===== src/inc/cio_pkg.sv =====
// Purpose: shared constants for the I/O and control instruction unit
// Assumes: APB register access, 32-bit data, one clock
// Notes: offsets are byte addresses of aligned words
package cio_pkg;

  // ************************************************************
  // Register offsets
  // ************************************************************
  localparam logic [7:0] OFS_CMD = 8'h00;
  localparam logic [7:0] OFS_SRC = 8'h04;
  localparam logic [7:0] OFS_DST = 8'h08;
  localparam logic [7:0] OFS_CNT = 8'h0C;
  localparam logic [7:0] OFS_GPR = 8'h10;
  localparam logic [7:0] OFS_STAT = 8'h14;
  localparam logic [7:0] OFS_CTL0 = 8'h18;
  localparam logic [7:0] OFS_CTL1 = 8'h1C;
  localparam logic [7:0] OFS_MODE = 8'h20;

  // ************************************************************
  // Command field layout (CMD register)
  // ************************************************************
  localparam int OP_LSB = 0;
  localparam int OP_W = 5;
  localparam int ARG_LSB = 8;
  localparam int BYTE_BIT = 16;
  localparam int SEL_BIT = 17;

  // Status bits
  localparam int ST_C = 0;
  localparam int ST_Z = 1;
  localparam int ST_S = 2;
  localparam int ST_PV = 3;
  localparam int ST_NVI = 4;
  localparam int ST_VI = 5;
  localparam int ST_BUSY = 8;
  localparam int ST_PRIV = 9;
  localparam int ST_HALT = 10;
  localparam int ST_MLINE = 11;

  // Reset values
  localparam logic [3:0] FLAGS_RST = 4'h0;
  localparam logic [1:0] IEN_RST = 2'h0;
  localparam logic SYS_RST = 1'b1;

  // Opcodes
  typedef enum logic [4:0] {
    OP_NOP = 5'h00, OP_BRD_DN = 5'h01, OP_BRD_UP = 5'h02, OP_BWR_DN = 5'h03,
    OP_BWR_UP = 5'h04, OP_SRD_STEP_DN = 5'h05, OP_SWR_STEP_UP = 5'h06,
    OP_SBWR_DN = 5'h07, OP_IRQ_UNMASK = 5'h08, OP_IRQ_MASK = 5'h09,
    OP_FLAG_TOGGLE = 5'h0A, OP_FLAG_HIGH = 5'h0B, OP_FLAG_CLEAR = 5'h0C,
    OP_CTL_STORE = 5'h0D, OP_CTL_LOAD = 5'h0E, OP_FB_STORE = 5'h0F,
    OP_FB_LOAD = 5'h10, OP_MLINE_TEST = 5'h11, OP_MLINE_ASSERT = 5'h12,
    OP_MLINE_RELEASE = 5'h13, OP_HALT = 5'h14, OP_LOAD_PS = 5'h15
  } cio_op_t;

  // Sequencer states, one-hot
  typedef enum logic [3:0] {
    ST_IDLE = 4'b0001, ST_MEMRD = 4'b0010, ST_XFER = 4'b0100, ST_STEP = 4'b1000
  } cio_state_t;

endpackage


===== src/logic/cio_fifo.sv =====
// Purpose: small flip-flop FIFO with valid/ready on both sides
// Assumes: one clock, asynchronous active-low reset
// Notes: depth must be a power of two
`timescale 1ns/10ps
module cio_fifo #(
  parameter int WIDTH = 16,
  parameter int DEPTH = 16
) (
  // Clock and reset
  input wire logic clk,
  input wire logic rstn,
  // Fill side
  input wire logic in_valid,
  output logic in_ready,
  input wire logic [WIDTH-1:0] in_data,
  // Drain side
  output logic out_valid,
  input wire logic out_ready,
  output logic [WIDTH-1:0] out_data
);
  localparam int AW = $clog2(DEPTH);
  logic [WIDTH-1:0] mem [DEPTH];
  logic [AW:0] wptr;
  logic [AW:0] rptr;
  wire full = (wptr[AW] != rptr[AW]) && (wptr[AW-1:0] == rptr[AW-1:0]);
  wire empty = (wptr == rptr);
  wire do_wr = in_valid && !full;
  wire do_rd = out_ready && !empty;

  // Refuse sizes that the wrapping pointers cannot serve
  if (WIDTH < 1 || DEPTH < 2 || (1 << AW) != DEPTH) begin : g_bad_size
    $error("cio_fifo depth must be a power of two and width positive");
  end

  assign in_ready = !full;
  assign out_valid = !empty;
  assign out_data = mem[rptr[AW-1:0]];

  // Storage write
  always_ff @(posedge clk) begin
    if (do_wr) mem[wptr[AW-1:0]] <= in_data;
  end

  // Pointers
  always_ff @(posedge clk or negedge rstn) begin
    if (!rstn) begin
      wptr <= '0;
      rptr <= '0;
    end else begin
      if (do_wr) wptr <= wptr + 1'b1;
      if (do_rd) rptr <= rptr + 1'b1;
    end
  end
endmodule // cio_fifo


===== src/logic/cio_top.sv =====
// Purpose: execution unit for port transfer and processor control operations
// Assumes: APB slave, peripheral port bus with request/ack, memory with request/ack
// Notes: incoming port data passes through a FIFO before memory write
`timescale 1ns/10ps
module cio_top (
  // Clock and reset
  input wire logic CLK,
  input wire logic RSTN,
  // APB slave
  input wire logic PSEL,
  input wire logic PENABLE,
  input wire logic PWRITE,
  input wire logic [7:0] PADDR,
  input wire logic [31:0] PWDATA,
  output logic [31:0] PRDATA,
  output logic PREADY,
  output logic PSLVERR,
  // Peripheral port bus
  output logic PORT_REQ,
  output logic PORT_WR,
  output logic PORT_SPECIAL,
  output logic PORT_BYTE,
  output logic [15:0] PORT_ADDR,
  output logic [15:0] PORT_WDATA,
  input wire logic PORT_ACK,
  input wire logic [15:0] PORT_RDATA,
  // Memory bus
  output logic MEM_REQ,
  output logic MEM_WR,
  output logic MEM_BYTE,
  output logic [15:0] MEM_ADDR,
  output logic [15:0] MEM_WDATA,
  input wire logic MEM_ACK,
  input wire logic [15:0] MEM_RDATA,
  // Multi-processor line and interrupt enables
  input wire logic MULTICPU_IN_LINE_N,
  output logic MULTICPU_OUT_LINE_N,
  output logic NONVECTORED_IRQ_EN,
  output logic VECTORED_IRQ_EN
);
  import cio_pkg::*;

  // ************************************************************
  // Architectural state
  // ************************************************************
  cio_state_t state;
  cio_op_t op;
  logic is_byte;
  logic [15:0] src;
  logic [15:0] dst;
  logic [15:0] cnt;
  logic [15:0] gpr;
  logic [15:0] ctl0;
  logic [15:0] ctl1;
  logic [3:0] flags;
  logic [1:0] ien;
  logic sys_mode;
  logic halted;
  logic mline;
  logic priv_err;
  logic [15:0] hold;

  // ************************************************************
  // APB decode
  // ************************************************************
  wire apb_wr = PSEL && PENABLE && PWRITE;
  wire apb_rd_hit = (PADDR == OFS_CMD) || (PADDR == OFS_SRC) || (PADDR == OFS_DST) ||
    (PADDR == OFS_CNT) || (PADDR == OFS_GPR) || (PADDR == OFS_STAT) ||
    (PADDR == OFS_CTL0) || (PADDR == OFS_CTL1) || (PADDR == OFS_MODE);
  wire busy = (state != ST_IDLE);
  wire cmd_wr = apb_wr && (PADDR == OFS_CMD) && !busy;
  wire [4:0] cmd_op = PWDATA[OP_LSB +: OP_W];
  wire [7:0] cmd_arg = PWDATA[ARG_LSB +: 8];
  wire cmd_byte = PWDATA[BYTE_BIT];
  wire cmd_sel = PWDATA[SEL_BIT];
  wire cmd_free = (cmd_op == OP_NOP) || (cmd_op == OP_FLAG_TOGGLE) ||
    (cmd_op == OP_FLAG_HIGH) || (cmd_op == OP_FLAG_CLEAR) ||
    (cmd_op == OP_FB_STORE) || (cmd_op == OP_FB_LOAD);
  wire cmd_ok = cmd_free || sys_mode;
  wire cmd_block = (cmd_op >= OP_BRD_DN) && (cmd_op <= OP_SBWR_DN);
  wire [7:0] flag_byte = {flags[ST_C], flags[ST_Z], flags[ST_S], flags[ST_PV], 4'h0};

  // Status word
  wire [31:0] stat_word = {20'h0, ~MULTICPU_OUT_LINE_N, halted, priv_err, busy, 2'b00,
    ien, flags};
  assign PRDATA = (PADDR == OFS_SRC) ? {16'h0, src} :
    (PADDR == OFS_DST) ? {16'h0, dst} :
    (PADDR == OFS_CNT) ? {16'h0, cnt} :
    (PADDR == OFS_GPR) ? {16'h0, gpr} :
    (PADDR == OFS_STAT) ? stat_word :
    (PADDR == OFS_CTL0) ? {16'h0, ctl0} :
    (PADDR == OFS_CTL1) ? {16'h0, ctl1} :
    (PADDR == OFS_MODE) ? {31'h0, sys_mode} :
    (PADDR == OFS_CMD) ? {27'h0, op} : 32'h0;
  assign PREADY = 1'b1;
  assign PSLVERR = PSEL && PENABLE && (!apb_rd_hit || (PWRITE && PADDR == OFS_CMD && busy));

  // ************************************************************
  // Transfer sequencing
  // ************************************************************
  // inbound directions write memory
  wire op_in = (op == OP_BRD_DN) || (op == OP_BRD_UP) || (op == OP_SRD_STEP_DN);
  wire op_dn = (op == OP_BRD_DN) || (op == OP_BWR_DN) || (op == OP_SRD_STEP_DN) ||
    (op == OP_SBWR_DN);
  wire op_special = (op == OP_SRD_STEP_DN) || (op == OP_SWR_STEP_UP) || (op == OP_SBWR_DN);
  wire op_single = (op == OP_SRD_STEP_DN) || (op == OP_SWR_STEP_UP);
  wire [15:0] step = is_byte ? 16'h0001 : 16'h0002;
  wire [15:0] next_cnt = cnt - 16'h0001;
  wire [15:0] mem_ptr = op_in ? dst : src;
  wire [15:0] next_ptr = op_dn ? (mem_ptr - step) : (mem_ptr + step);
  wire [15:0] port_ptr = op_in ? src : dst;

  // Port data FIFO in front of memory writes
  wire fifo_in_ready;
  wire fifo_out_valid;
  wire [15:0] fifo_out_data;
  wire port_rd_take = (state == ST_XFER) && op_in && PORT_ACK;
  cio_fifo #(.WIDTH(16), .DEPTH(16)) cio_fifo_inst (
    .clk(CLK),
    .rstn(RSTN),
    .in_valid(port_rd_take),
    .in_ready(fifo_in_ready),
    .in_data(is_byte ? {8'h00, PORT_RDATA[7:0]} : PORT_RDATA),
    .out_valid(fifo_out_valid),
    .out_ready((state == ST_MEMRD) && op_in && MEM_ACK),
    .out_data(fifo_out_data)
  );

  // Bus outputs
  assign PORT_REQ = (state == ST_XFER) && (op_in ? fifo_in_ready : 1'b1);
  assign PORT_WR = !op_in;
  assign PORT_SPECIAL = op_special;
  assign PORT_BYTE = is_byte;
  assign PORT_ADDR = port_ptr;
  assign PORT_WDATA = hold;
  assign MEM_REQ = (state == ST_MEMRD) && (op_in ? fifo_out_valid : 1'b1);
  assign MEM_WR = op_in;
  assign MEM_BYTE = is_byte;
  assign MEM_ADDR = mem_ptr;
  assign MEM_WDATA = fifo_out_data;
  assign MULTICPU_OUT_LINE_N = !mline;
  assign NONVECTORED_IRQ_EN = ien[0];
  assign VECTORED_IRQ_EN = ien[1];

  // Control state machine
  always_ff @(posedge CLK or negedge RSTN) begin
    if (!RSTN) begin
      state <= ST_IDLE;
      op <= OP_NOP;
      is_byte <= 1'b0;
      hold <= 16'h0000;
    end else begin
      case (state)
        ST_IDLE: begin
          if (cmd_wr && cmd_ok && cmd_block) begin
            op <= cio_op_t'(cmd_op);
            is_byte <= cmd_byte;
            state <= (cmd_op == OP_BRD_DN || cmd_op == OP_BRD_UP ||
              cmd_op == OP_SRD_STEP_DN) ? ST_XFER : ST_MEMRD;
          end else if (cmd_wr) begin
            op <= cio_op_t'(cmd_op);
          end
        end
        // Write path: memory read first; read path: memory write last
        ST_MEMRD: begin
          if (MEM_REQ && MEM_ACK) begin
            hold <= is_byte ? {8'h00, MEM_RDATA[7:0]} : MEM_RDATA;
            state <= op_in ? ST_STEP : ST_XFER;
          end
        end
        ST_XFER: begin
          if (PORT_REQ && PORT_ACK) state <= op_in ? ST_MEMRD : ST_STEP;
        end
        ST_STEP: begin
          if (op_single || next_cnt == 16'h0000) state <= ST_IDLE;
          else state <= op_in ? ST_XFER : ST_MEMRD;
        end
        default: state <= ST_IDLE;
      endcase
    end
  end

  // Address and count registers
  always_ff @(posedge CLK or negedge RSTN) begin
    if (!RSTN) begin
      src <= 16'h0000;
      dst <= 16'h0000;
      cnt <= 16'h0000;
    end else if (state == ST_STEP) begin
      if (op_in) dst <= next_ptr;
      else src <= next_ptr;
      cnt <= next_cnt;
    end else if (apb_wr && !busy) begin
      if (PADDR == OFS_SRC) src <= PWDATA[15:0];
      if (PADDR == OFS_DST) dst <= PWDATA[15:0];
      if (PADDR == OFS_CNT) cnt <= PWDATA[15:0];
    end
  end

  // ************************************************************
  // Control operations
  // ************************************************************
  wire do_ctl = cmd_wr && cmd_ok;
  always_ff @(posedge CLK or negedge RSTN) begin
    if (!RSTN) begin
      flags <= FLAGS_RST;
      ien <= IEN_RST;
      sys_mode <= SYS_RST;
      mline <= 1'b0;
      halted <= 1'b0;
      priv_err <= 1'b0;
      gpr <= 16'h0000;
      ctl0 <= 16'h0000;
      ctl1 <= 16'h0000;
    end else begin
      if (cmd_wr && !cmd_ok) priv_err <= 1'b1;
      else if (apb_wr && PADDR == OFS_STAT && PWDATA[ST_PRIV]) priv_err <= 1'b0;
      if (apb_wr && !busy && PADDR == OFS_GPR) gpr <= PWDATA[15:0];
      if (apb_wr && !busy && PADDR == OFS_MODE) sys_mode <= PWDATA[0];
      if (do_ctl) begin
        case (cmd_op)
          OP_IRQ_UNMASK: ien <= ien | cmd_arg[1:0];
          OP_IRQ_MASK: ien <= ien & ~cmd_arg[1:0];
          OP_FLAG_TOGGLE: flags <= flags ^ cmd_arg[3:0];
          OP_FLAG_HIGH: flags <= flags | cmd_arg[3:0];
          OP_FLAG_CLEAR: flags <= flags & ~cmd_arg[3:0];
          OP_CTL_STORE: begin
            if (cmd_sel) ctl1 <= gpr;
            else ctl0 <= gpr;
          end
          OP_CTL_LOAD: gpr <= cmd_sel ? ctl1 : ctl0;
          OP_FB_STORE: flags <= {gpr[4], gpr[5], gpr[6], gpr[7]};
          OP_FB_LOAD: gpr <= {gpr[15:8], flag_byte};
          OP_MLINE_TEST: flags[ST_S] <= MULTICPU_IN_LINE_N;
          OP_MLINE_ASSERT: mline <= 1'b1;
          OP_MLINE_RELEASE: mline <= 1'b0;
          OP_HALT: halted <= 1'b1;
          OP_LOAD_PS: begin
            flags <= {gpr[4], gpr[5], gpr[6], gpr[7]};
            sys_mode <= gpr[14];
          end
          default: halted <= halted;
        endcase
      end
    end
  end

  // ************************************************************
  // Assertions
  // ************************************************************
  // privileged op refused in user mode
  a_priv_refused: assert property (@(posedge CLK) disable iff (!RSTN)
    cmd_wr && !sys_mode && cmd_op == OP_IRQ_UNMASK |=> $stable(ien) && priv_err)
    else $error("privileged op ran in user mode");
  a_irq_unmask: assert property (@(posedge CLK) disable iff (!RSTN)
    do_ctl && cmd_op == OP_IRQ_UNMASK |=> ien == ($past(ien) | $past(cmd_arg[1:0])))
    else $error("unmask wrong");
  a_flag_toggle: assert property (@(posedge CLK) disable iff (!RSTN)
    do_ctl && cmd_op == OP_FLAG_TOGGLE |=> flags == ($past(flags) ^ $past(cmd_arg[3:0])))
    else $error("toggle wrong");
  a_line_test: assert property (@(posedge CLK) disable iff (!RSTN)
    do_ctl && cmd_op == OP_MLINE_TEST |=> flags[ST_S] == $past(MULTICPU_IN_LINE_N))
    else $error("line test wrong");
  a_line_drive: assert property (@(posedge CLK) disable iff (!RSTN)
    do_ctl && cmd_op == OP_MLINE_ASSERT |=> !MULTICPU_OUT_LINE_N)
    else $error("line not low");
  a_step_size: assert property (@(posedge CLK) disable iff (!RSTN)
    state == ST_STEP && !op_in && !op_dn |=> src == $past(src) + (is_byte ? 16'h1 : 16'h2))
    else $error("step wrong");
  a_count_dec: assert property (@(posedge CLK) disable iff (!RSTN)
    state == ST_STEP |=> cnt == $past(cnt) - 16'h1)
    else $error("count not decremented");
  a_single_end: assert property (@(posedge CLK) disable iff (!RSTN)
    state == ST_STEP && op_single |=> state == ST_IDLE)
    else $error("single step repeated");
  a_ctl_load: assert property (@(posedge CLK) disable iff (!RSTN)
    do_ctl && cmd_op == OP_CTL_LOAD && !cmd_sel |=> gpr == $past(ctl0))
    else $error("control load wrong");
endmodule // cio_top


===== config.mk =====
export PLATFORM = sky130hd
export DESIGN_NAME = cio_top
export DESIGN_NICKNAME = d
export VERILOG_FILES = /design/src/inc/cio_pkg.sv /design/src/logic/cio_fifo.sv /design/src/logic/cio_top.sv
export SDC_FILE = /design/constraint.sdc
export NUM_CORES = 1
export LEC_CHECK = 0
export ABC_CLOCK_PERIOD_IN_PS = 4900
export BUFFER_PORTS_ARGS = -buffer_cell sky130_fd_sc_hd__buf_2
export CORE_ASPECT_RATIO = 0.8
export CORE_MARGIN = 2
export CORE_UTILIZATION = 37
export CTS_BUF_LIST = sky130_fd_sc_hd__clkbuf_4 sky130_fd_sc_hd__clkbuf_8 sky130_fd_sc_hd__clkbuf_16
export CTS_CLUSTER_DIAMETER = 80
export DETAILED_ROUTE_END_ITERATION = 8
export PLACE_DENSITY_LB_ADDON = 0.25
export SYNTH_ARGS = -nofsm -noshare
export SYNTH_HDL_FRONTEND = slang
export SYNTH_HIERARCHICAL = 1
export SYNTH_SLANG_ARGS = --single-unit

===== constraint.sdc =====
create_clock -name CLK -period 4.9 [get_ports CLK]
set_input_delay 0.245 -clock CLK [delete_from_list [all_inputs] [get_ports CLK]]
set_output_delay 0.245 -clock CLK [all_outputs]
set_load 0.01 [all_outputs]

### After elaboration in Yosys (flattened, before gate mapping)

Memory sizes are Yosys's and may differ from the RTL's.
Index checks and enable logic that the tools add are counted.

* add/sub/neg operators: 5
* magnitude comparators: 2
* eq/ne operators: 45
* muxes and demuxes: 55
* bitwise operators: 8
* reductions and logical operators: 87

Operators with widths (number)
* two-way mux 16 bit: 26
* equality test 5 x 4 -> 1 bit, second input constant: 8
* equality test 8 x 5 -> 1 bit, second input constant: 4
* one-hot mux 16 bit (2 select lines): 1
* equality test 5 bit, second input constant: 6
* logical AND 1 bit: 27
* logical OR 1 bit: 25
* equality test 5 x 3 -> 1 bit, second input constant: 4
* two-way mux 4 bit: 5
* two-way mux 5 bit: 4
* AND reduction 2 bit: 9
* adder 16 x 2 -> 16 bit: 1
* equality test 8 x 4 -> 1 bit, second input constant: 2
* zero test 16 bit: 1
* one-hot mux 4 bit (4 select lines): 1
* nonzero test 2 bit: 8
* subtractor 16 x 1 -> 16 bit, second input constant: 1
* subtractor 16 x 2 -> 16 bit: 1
* equality test 5 x 2 -> 1 bit, second input constant: 3
* AND reduction 3 bit: 5
* adder 5 x 1 -> 5 bit, second input constant: 2
* equality test 5 x 1 -> 1 bit, second input constant: 2
* two-way mux 1 bit: 9
* two-way mux 3 bit: 3
* 34 further kinds: 44

* register bits: 142
* memory bits (writable): 256
* input port bits: 80
* logic and storage cells: 223
* memories kept: 1

Memory list
* cio_fifo_inst.mem: words 16, bits a word 16, rd ports 1, clocked after memory_dff 0, wr ports 1, RTL line cio_fifo.sv:22 `logic [WIDTH-1:0] mem [DEPTH];`

### Longest topological paths before layout

* depth in word-level cells: 12
* depth in mapped cells: 16
* gate-level depth less buffers: 12

### Hierarchy

The synthesis kept the hierarchy.

By module, submodules not included
* cio_fifo: instances 1, cells an instance 479, area an instance 10299.9 um^2, seq. area each 7937.6 um^2
* cio_top: instances 1, cells an instance 1047, area an instance 9085.0 um^2, seq. area each 3305.7 um^2

### Worst setup path after synthesis

No wires, ideal clock.

* kind: register to register
* start point: register op[1]
* end point: register src[14]
* setup time: 0.131 ns
* arrival: 3.587 ns
* required time: 4.769 ns
* slack: 1.181 ns
* stages on the path, launching flop included: 17
* buffers on the path: 5
* period minus slack after synthesis: 3.719 ns
* cells stage by stage: dfrtp_1 -> buf_2 -> or3b_2 -> a211o_1 -> clkbuf_1 -> clkbuf_1 -> clkbuf_1 -> nand2_1 -> nand2_1 -> ha_1 -> clkbuf_1 -> o21ai_0 -> a211oi_1 -> nand3_1 -> a21oi_1 -> nor3_1 -> or3_1

* word-level cells in the longest chain between the ends: 8

RTL lines
* start, declared: RTL line cio_top.sv:47 `cio_op_t op;`
* start signal, assigned: RTL line cio_top.sv:156 `op <= cio_op_t'(cmd_op);`
* start signal, assigned: RTL line cio_top.sv:161 `op <= cio_op_t'(cmd_op);`
* equality test 5 x 1 -> 1 bit / equality test 5 x 2 -> 1 bit (equally long branches): RTL line cio_top.sv:102 `wire op_in = (op == OP_BRD_DN) || (op == OP_BRD_UP) || (op == OP_SRD_STEP_DN);`
* logical OR 1 bit: RTL line cio_top.sv:102
* logical OR 1 bit *: RTL line cio_top.sv:102
* two-way mux 16 bit *: RTL line cio_top.sv:109 `wire [15:0] mem_ptr = op_in ? dst : src;`
* named net MEM_ADDR[6]: RTL line cio_top.sv:31 `output logic [15:0] MEM_ADDR,`
* adder 16 x 2 -> 16 bit / subtractor 16 x 2 -> 16 bit (equally long branches): RTL line cio_top.sv:110 `wire [15:0] next_ptr = op_dn ? (mem_ptr - step) : (mem_ptr + step);`
* two-way mux 16 bit *: RTL line cio_top.sv:110
* two-way mux 16 bit *: RTL line cio_top.sv:190 `if (op_in) dst <= next_ptr;`
* two-way mux 16 bit *: RTL line cio_top.sv:189 `end else if (state == ST_STEP) begin`
* end signal, assigned: RTL line cio_top.sv:191 `else src <= next_ptr;`
* end signal, assigned: RTL line cio_top.sv:194 `if (PADDR == OFS_SRC) src <= PWDATA[15:0];`
* end, declared: RTL line cio_top.sv:49 `logic [15:0] src;`

Mark *: on every way through the listed nets, which the timed path passes. The rest lies on a longest branch. The select of a mux whose other input is x is not followed.
A chain may end at the register's enable or synchronous reset.

### Worst setup path in the final report

* start point: register op[0]
* end point: register src[14]

* word-level cells in the longest chain between the ends: 8

RTL lines (RTL line)
* equality test 5 x 1 -> 1 bit / equality test 5 x 2 -> 1 bit (equally long branches): cio_top.sv:102, cio_top.sv:103
* logical OR 1 bit (2 in a row): cio_top.sv:102
* two-way mux 16 bit: cio_top.sv:109
* adder 16 x 2 -> 16 bit / subtractor 16 x 2 -> 16 bit (equally long branches): cio_top.sv:110
* two-way mux 16 bit: cio_top.sv:110
* two-way mux 16 bit: cio_top.sv:190
* two-way mux 16 bit: cio_top.sv:189

Several ways; a longest one is shown, not always the timed one. The select of a mux whose other input is x is not followed.

==> impl_summary.md <==
Cells and area
In the final layout, the share of cells above drive strength 1 is roughly 26%. Once layout is done, the placed cells without fillers occupy 22,500 sq um. The area growth from synthesis to layout is 16.3%. The fill cell total of the finished layout is between 4,000 and 5,000. The number of antenna diodes is 0. The utilization of the core after routing is between 40 and 50%.

Summing all multi-input logic gate instances after layout gives 7560 sq um. In the final design database the tool counted between 1,500 and 2,000 nets. The register cell area after layout is 11,200 sq um.

STA
The number of slew-limit violations in the final report is 0. Based on the critical path, the design can be clocked at up to 258 MHz. Setup repair after global routing left no endpoint under its margin. Between clock sinks in the finished design, the worst skew comes to 0.0147 ns. For the pin with the worst max-slew slack, the measured transition is ~1.1 ns. The count of final hold-check violations was 0. The max-slew headroom at the worst pin is about 25%. The final count of negative-setup-slack endpoints is 0. The final hold slack is 0.0359 ns.

The post-layout minimum cycle time is 3.88 ns. The part of the cycle the worst path needs is between 70% and 80%. The accumulated negative setup slack is 0 ns.

Routing
For this block, the via count after detailed routing is approximately 13,000. The total wire length is 53,900 microns. The via count normalized by instance count is between 5 and 6. The number of detailed-routing iterations run before antenna repair is 5. The number of design rule violations left after detail routing is 0. Dividing the detail-routed wire length by the instance count gives around 22 microns.

After the first detailed-routing iteration, the DRC count stood at approximately 1,300. The number of nets with antenna violations after routing is 0.

Worst setup path
The worst-path maximum fanout is 43. For flop-to-flop paths, the worst setup slack is 1.02 ns. The worst-case reg-to-reg path depth is 13. The highest-delay cell along the critical path is dfrtp_1. The endpoint of the lowest-slack register-to-register path is src[14]. For the worst setup path, the data required time is roughly 5.4 ns. The nature of the critical path startpoint is a flip-flop. The critical path ends at src[14]. The number of cells on the critical path is 13.

Together, buffers and inverters on the worst path number 2. The startpoint of the worst-slack reg-to-reg timing path is op[0]. At the worst endpoint, the arrival time is around 4.3 ns.

For this run, the slowest stage of the critical path takes about 0.51 ns. The nature of the critical path endpoint is a flip-flop. The most repeated library cell on the critical path is nand3_1.

The critical path goes through or3b_2 > a211o_1 > buf_4 > mux2i_1 > ha_1 > inv_1 > fa_1 > nand3_1 > nand4_1 > nand3_1 > a21oi_1 > nor4b_1 > or3_1. The type of the setup path with the least slack is flip-flop to flip-flop. The worst setup path startpoint is op[0]. The kind of cell with the highest combined delay along the critical path is simple AND/OR/NAND/NOR gates.

Synth
The synthesized design contains around 260 enable-type register cells. Counting flops with an async set or reset pin after synthesis yields a share of between 30% and 40%. The library cell occupying the most area in the post-synthesis netlist is edfxtp_1. For this run, the number of Yosys warnings is 6. The sequential fraction of the synthesis area is 58.0%. The most frequent cell after synthesis is edfxtp_1. Sorting the synthesized cells by how often they occur yields edfxtp_1, nand2_1, dfrtp_1. The area share of the largest cell type after synthesis is 39.7%. In the post-synthesis netlist, the biggest area contributors are edfxtp_1, dfrtp_1, mux4_2, nand2_1, mux2_2. The synthesized instance count is 1,526. The top flip-flop cell by instance count after synthesis is edfxtp_1. The synthesized netlist occupies a cell area of 19,400 sq um. Synthesis inferred roughly 400 register bits. The distinct cell type count of the synthesized netlist is 86. The mean instance size in the synthesized netlist is 12.7 sq um.

Clock tree
In this run, post-CTS repair resized a total of 0 instances. In this run, CTS created clock tree buffers numbering 44. The hold buffer count at CTS is 20.

The cell sitting at the root of the clock tree is a clkbuf_16. The CTS tree is done. The H-tree was split into 2 levels. The post-CTS setup buffer count is 0. The clock-pin slew on the worst setup and hold paths is around 0.06 ns. The insertion delay of the later-clocked pin in the worst-skew pair is just under 0.6 ns. The clock sink total is 398. The maximum clock path buffer count is 3.

Power and ir drop
The cell leakage power is a little under 9 nW. The peak ir drop on the vdd network is 0.229 mV. For this design the ratio of total power to cell area is about 330 nW/um^2.

Die
The total I/O pin count is roughly 190. The initial core utilization is 37.2%. The chip height is approximately 210 microns. The die outline width is 260 microns. The area of the die is ~54,000 sq um. The floorplan step defined a core boundary enclosing around 52,000 sq um.

The floorplan has between 70 and 80 rows.

Flow run
The number of max-cap violations is 0.

Place
The count of buffers added on input and output ports is about 160. The placement-stage cell area is approximately 21,000 sq um. The HPWL after detailed placement is between 30,000 and 40,000 microns. The weighted congestion reported at the end of routability-driven placement is 0.885.

Global routing
The met1 routing resource usage after global routing is a little under a third. For met3 alone, demand over resource in global routing was a little over 4%. Entering global routing, the biggest net connects slightly above 100 pins. The total global routing track utilization is approximately 20%. The routing layer with the top usage in global route is met1.

The aggregate global routing overflow is 0. The number of global-route vias before repair is between 10,000 and 15,000. The initial antenna violation count is 1.

Global routing consumed, on the met2 layer, between 20% and 30% of the routing resources. The first global-routing pass estimated roughly 81,000 microns of wire.

Hold path
The tightest min-delay check is of the input port to flip-flop type. The critical hold path startpoint is PWDATA[8].

Outcome
The flow ran to the end, and the final reports show no timing, DRC or antenna violations.
layout make-up:
cell class	count	share of cell area (%)
flip-flops and latches	398	49.9
repair buffers	209	5.48
clock buffers	49	5.05
well taps	693	3.85
clock inverters	32	1.63
multi-input cells	1007	33.5
inverters	32	0.533
state kept, by name, summed over array words and instances (netlist names), named ones only:
signal              cells
ctl1                   16
gpr                    16
flags                   4
op                      5
dst                    16
cio_fifo_inst/mem     256
MEM_BYTE                1
src                    16
mline                   1
cnt                    16
priv_err                1
cio_fifo_inst/rptr      5
PORT_WDATA             16
halted                  1
sys_mode                1
ctl0                   16
state                   4
cio_fifo_inst/wptr      5
cells in the final DEF, fill, tap and decap left out, types with 18 or more instances in the layout:
cell	count
edfxtp_1	256
nand2_1	198
buf_2	155
dfrtp_1	138
nor2_1	98
o21ai_0	68
a21oi_1	67
mux4_2	65
mux2_2	64
mux2i_1	59
o22ai_1	45
clkbuf_16	44
buf_4	33
inv_1	30
ha_1	30
xnor2_1	22
nor2b_1	21
a22oi_1	20
dlygate4sd3_1	20
nand2b_1	18
power by group:
group          internal [mW]  switching, mW  leakage [nW]
Sequential              3.60         0.0241          4.11
Combinational          0.114          0.227          4.03
Clock                   2.06           1.40         0.744
Total                   5.77           1.65          8.88
per-layer routing:
metal	up-vias	routed length (microns)
met2	447	23000
met1	6741	26000
met5	-	13
met3	66	3830
li1	6037	-
met4	2	1010
worst reg2reg max path: stages (launching register included):
cell     delay [ns]
dfrtp_1        0.51
or3b_2         0.52
a211o_1        0.33
buf_4          0.28
mux2i_1        0.28
ha_1           0.21
inv_1          0.06
fa_1           0.43
nand3_1        0.13
nand4_1        0.18
nand3_1        0.16
a21oi_1        0.12
nor4b_1        0.17
or3_1          0.39
metrics by stage:
stage / setup WS, ns / cells / power [mW]
2_1_floorplan: 1.18 / 1541 / 3.86
3_3_place_gp: 1.09 / 2319 / 4.01
3_5_place_dp: 1.07 / 2319 / 4.02
4_1_cts: 1.05 / 2420 / 7.49
5_1_grt: 0.732 / 2420 / 7.65
6_report: 1.02 / 2420 / 7.42
worst min-delay path by stage:
stage | slack [ns] | end | cells past startpoint
finish | 0.04 | cnt[8] | 3
global route | 0.02 | cnt[8] | 3
CTS | 0.0002 | cnt[8] | 3
detailed placement | 0.44 | src[13] | 1
global placement | 0.43 | src[13] | 1
floorplan | -0.05 | MEM_BYTE | 0
logic make-up after synthesis:
| kind of cell | Yosys count | share of synthesized area [%] |
|---|---|---|
| simple gates | 451 | 11.0 |
| flops | 398 | 58.0 |
| compound gates | 292 | 9.64 |
| mux | 189 | 14.4 |
| buf+inv | 136 | 3.56 |
| fa+ha+maj | 31 | 2.04 |
| xor+xnor | 27 | 1.30 |
| other cells | 2 | 0.0387 |
Note: power is estimated with default switching activity, not from simulation.
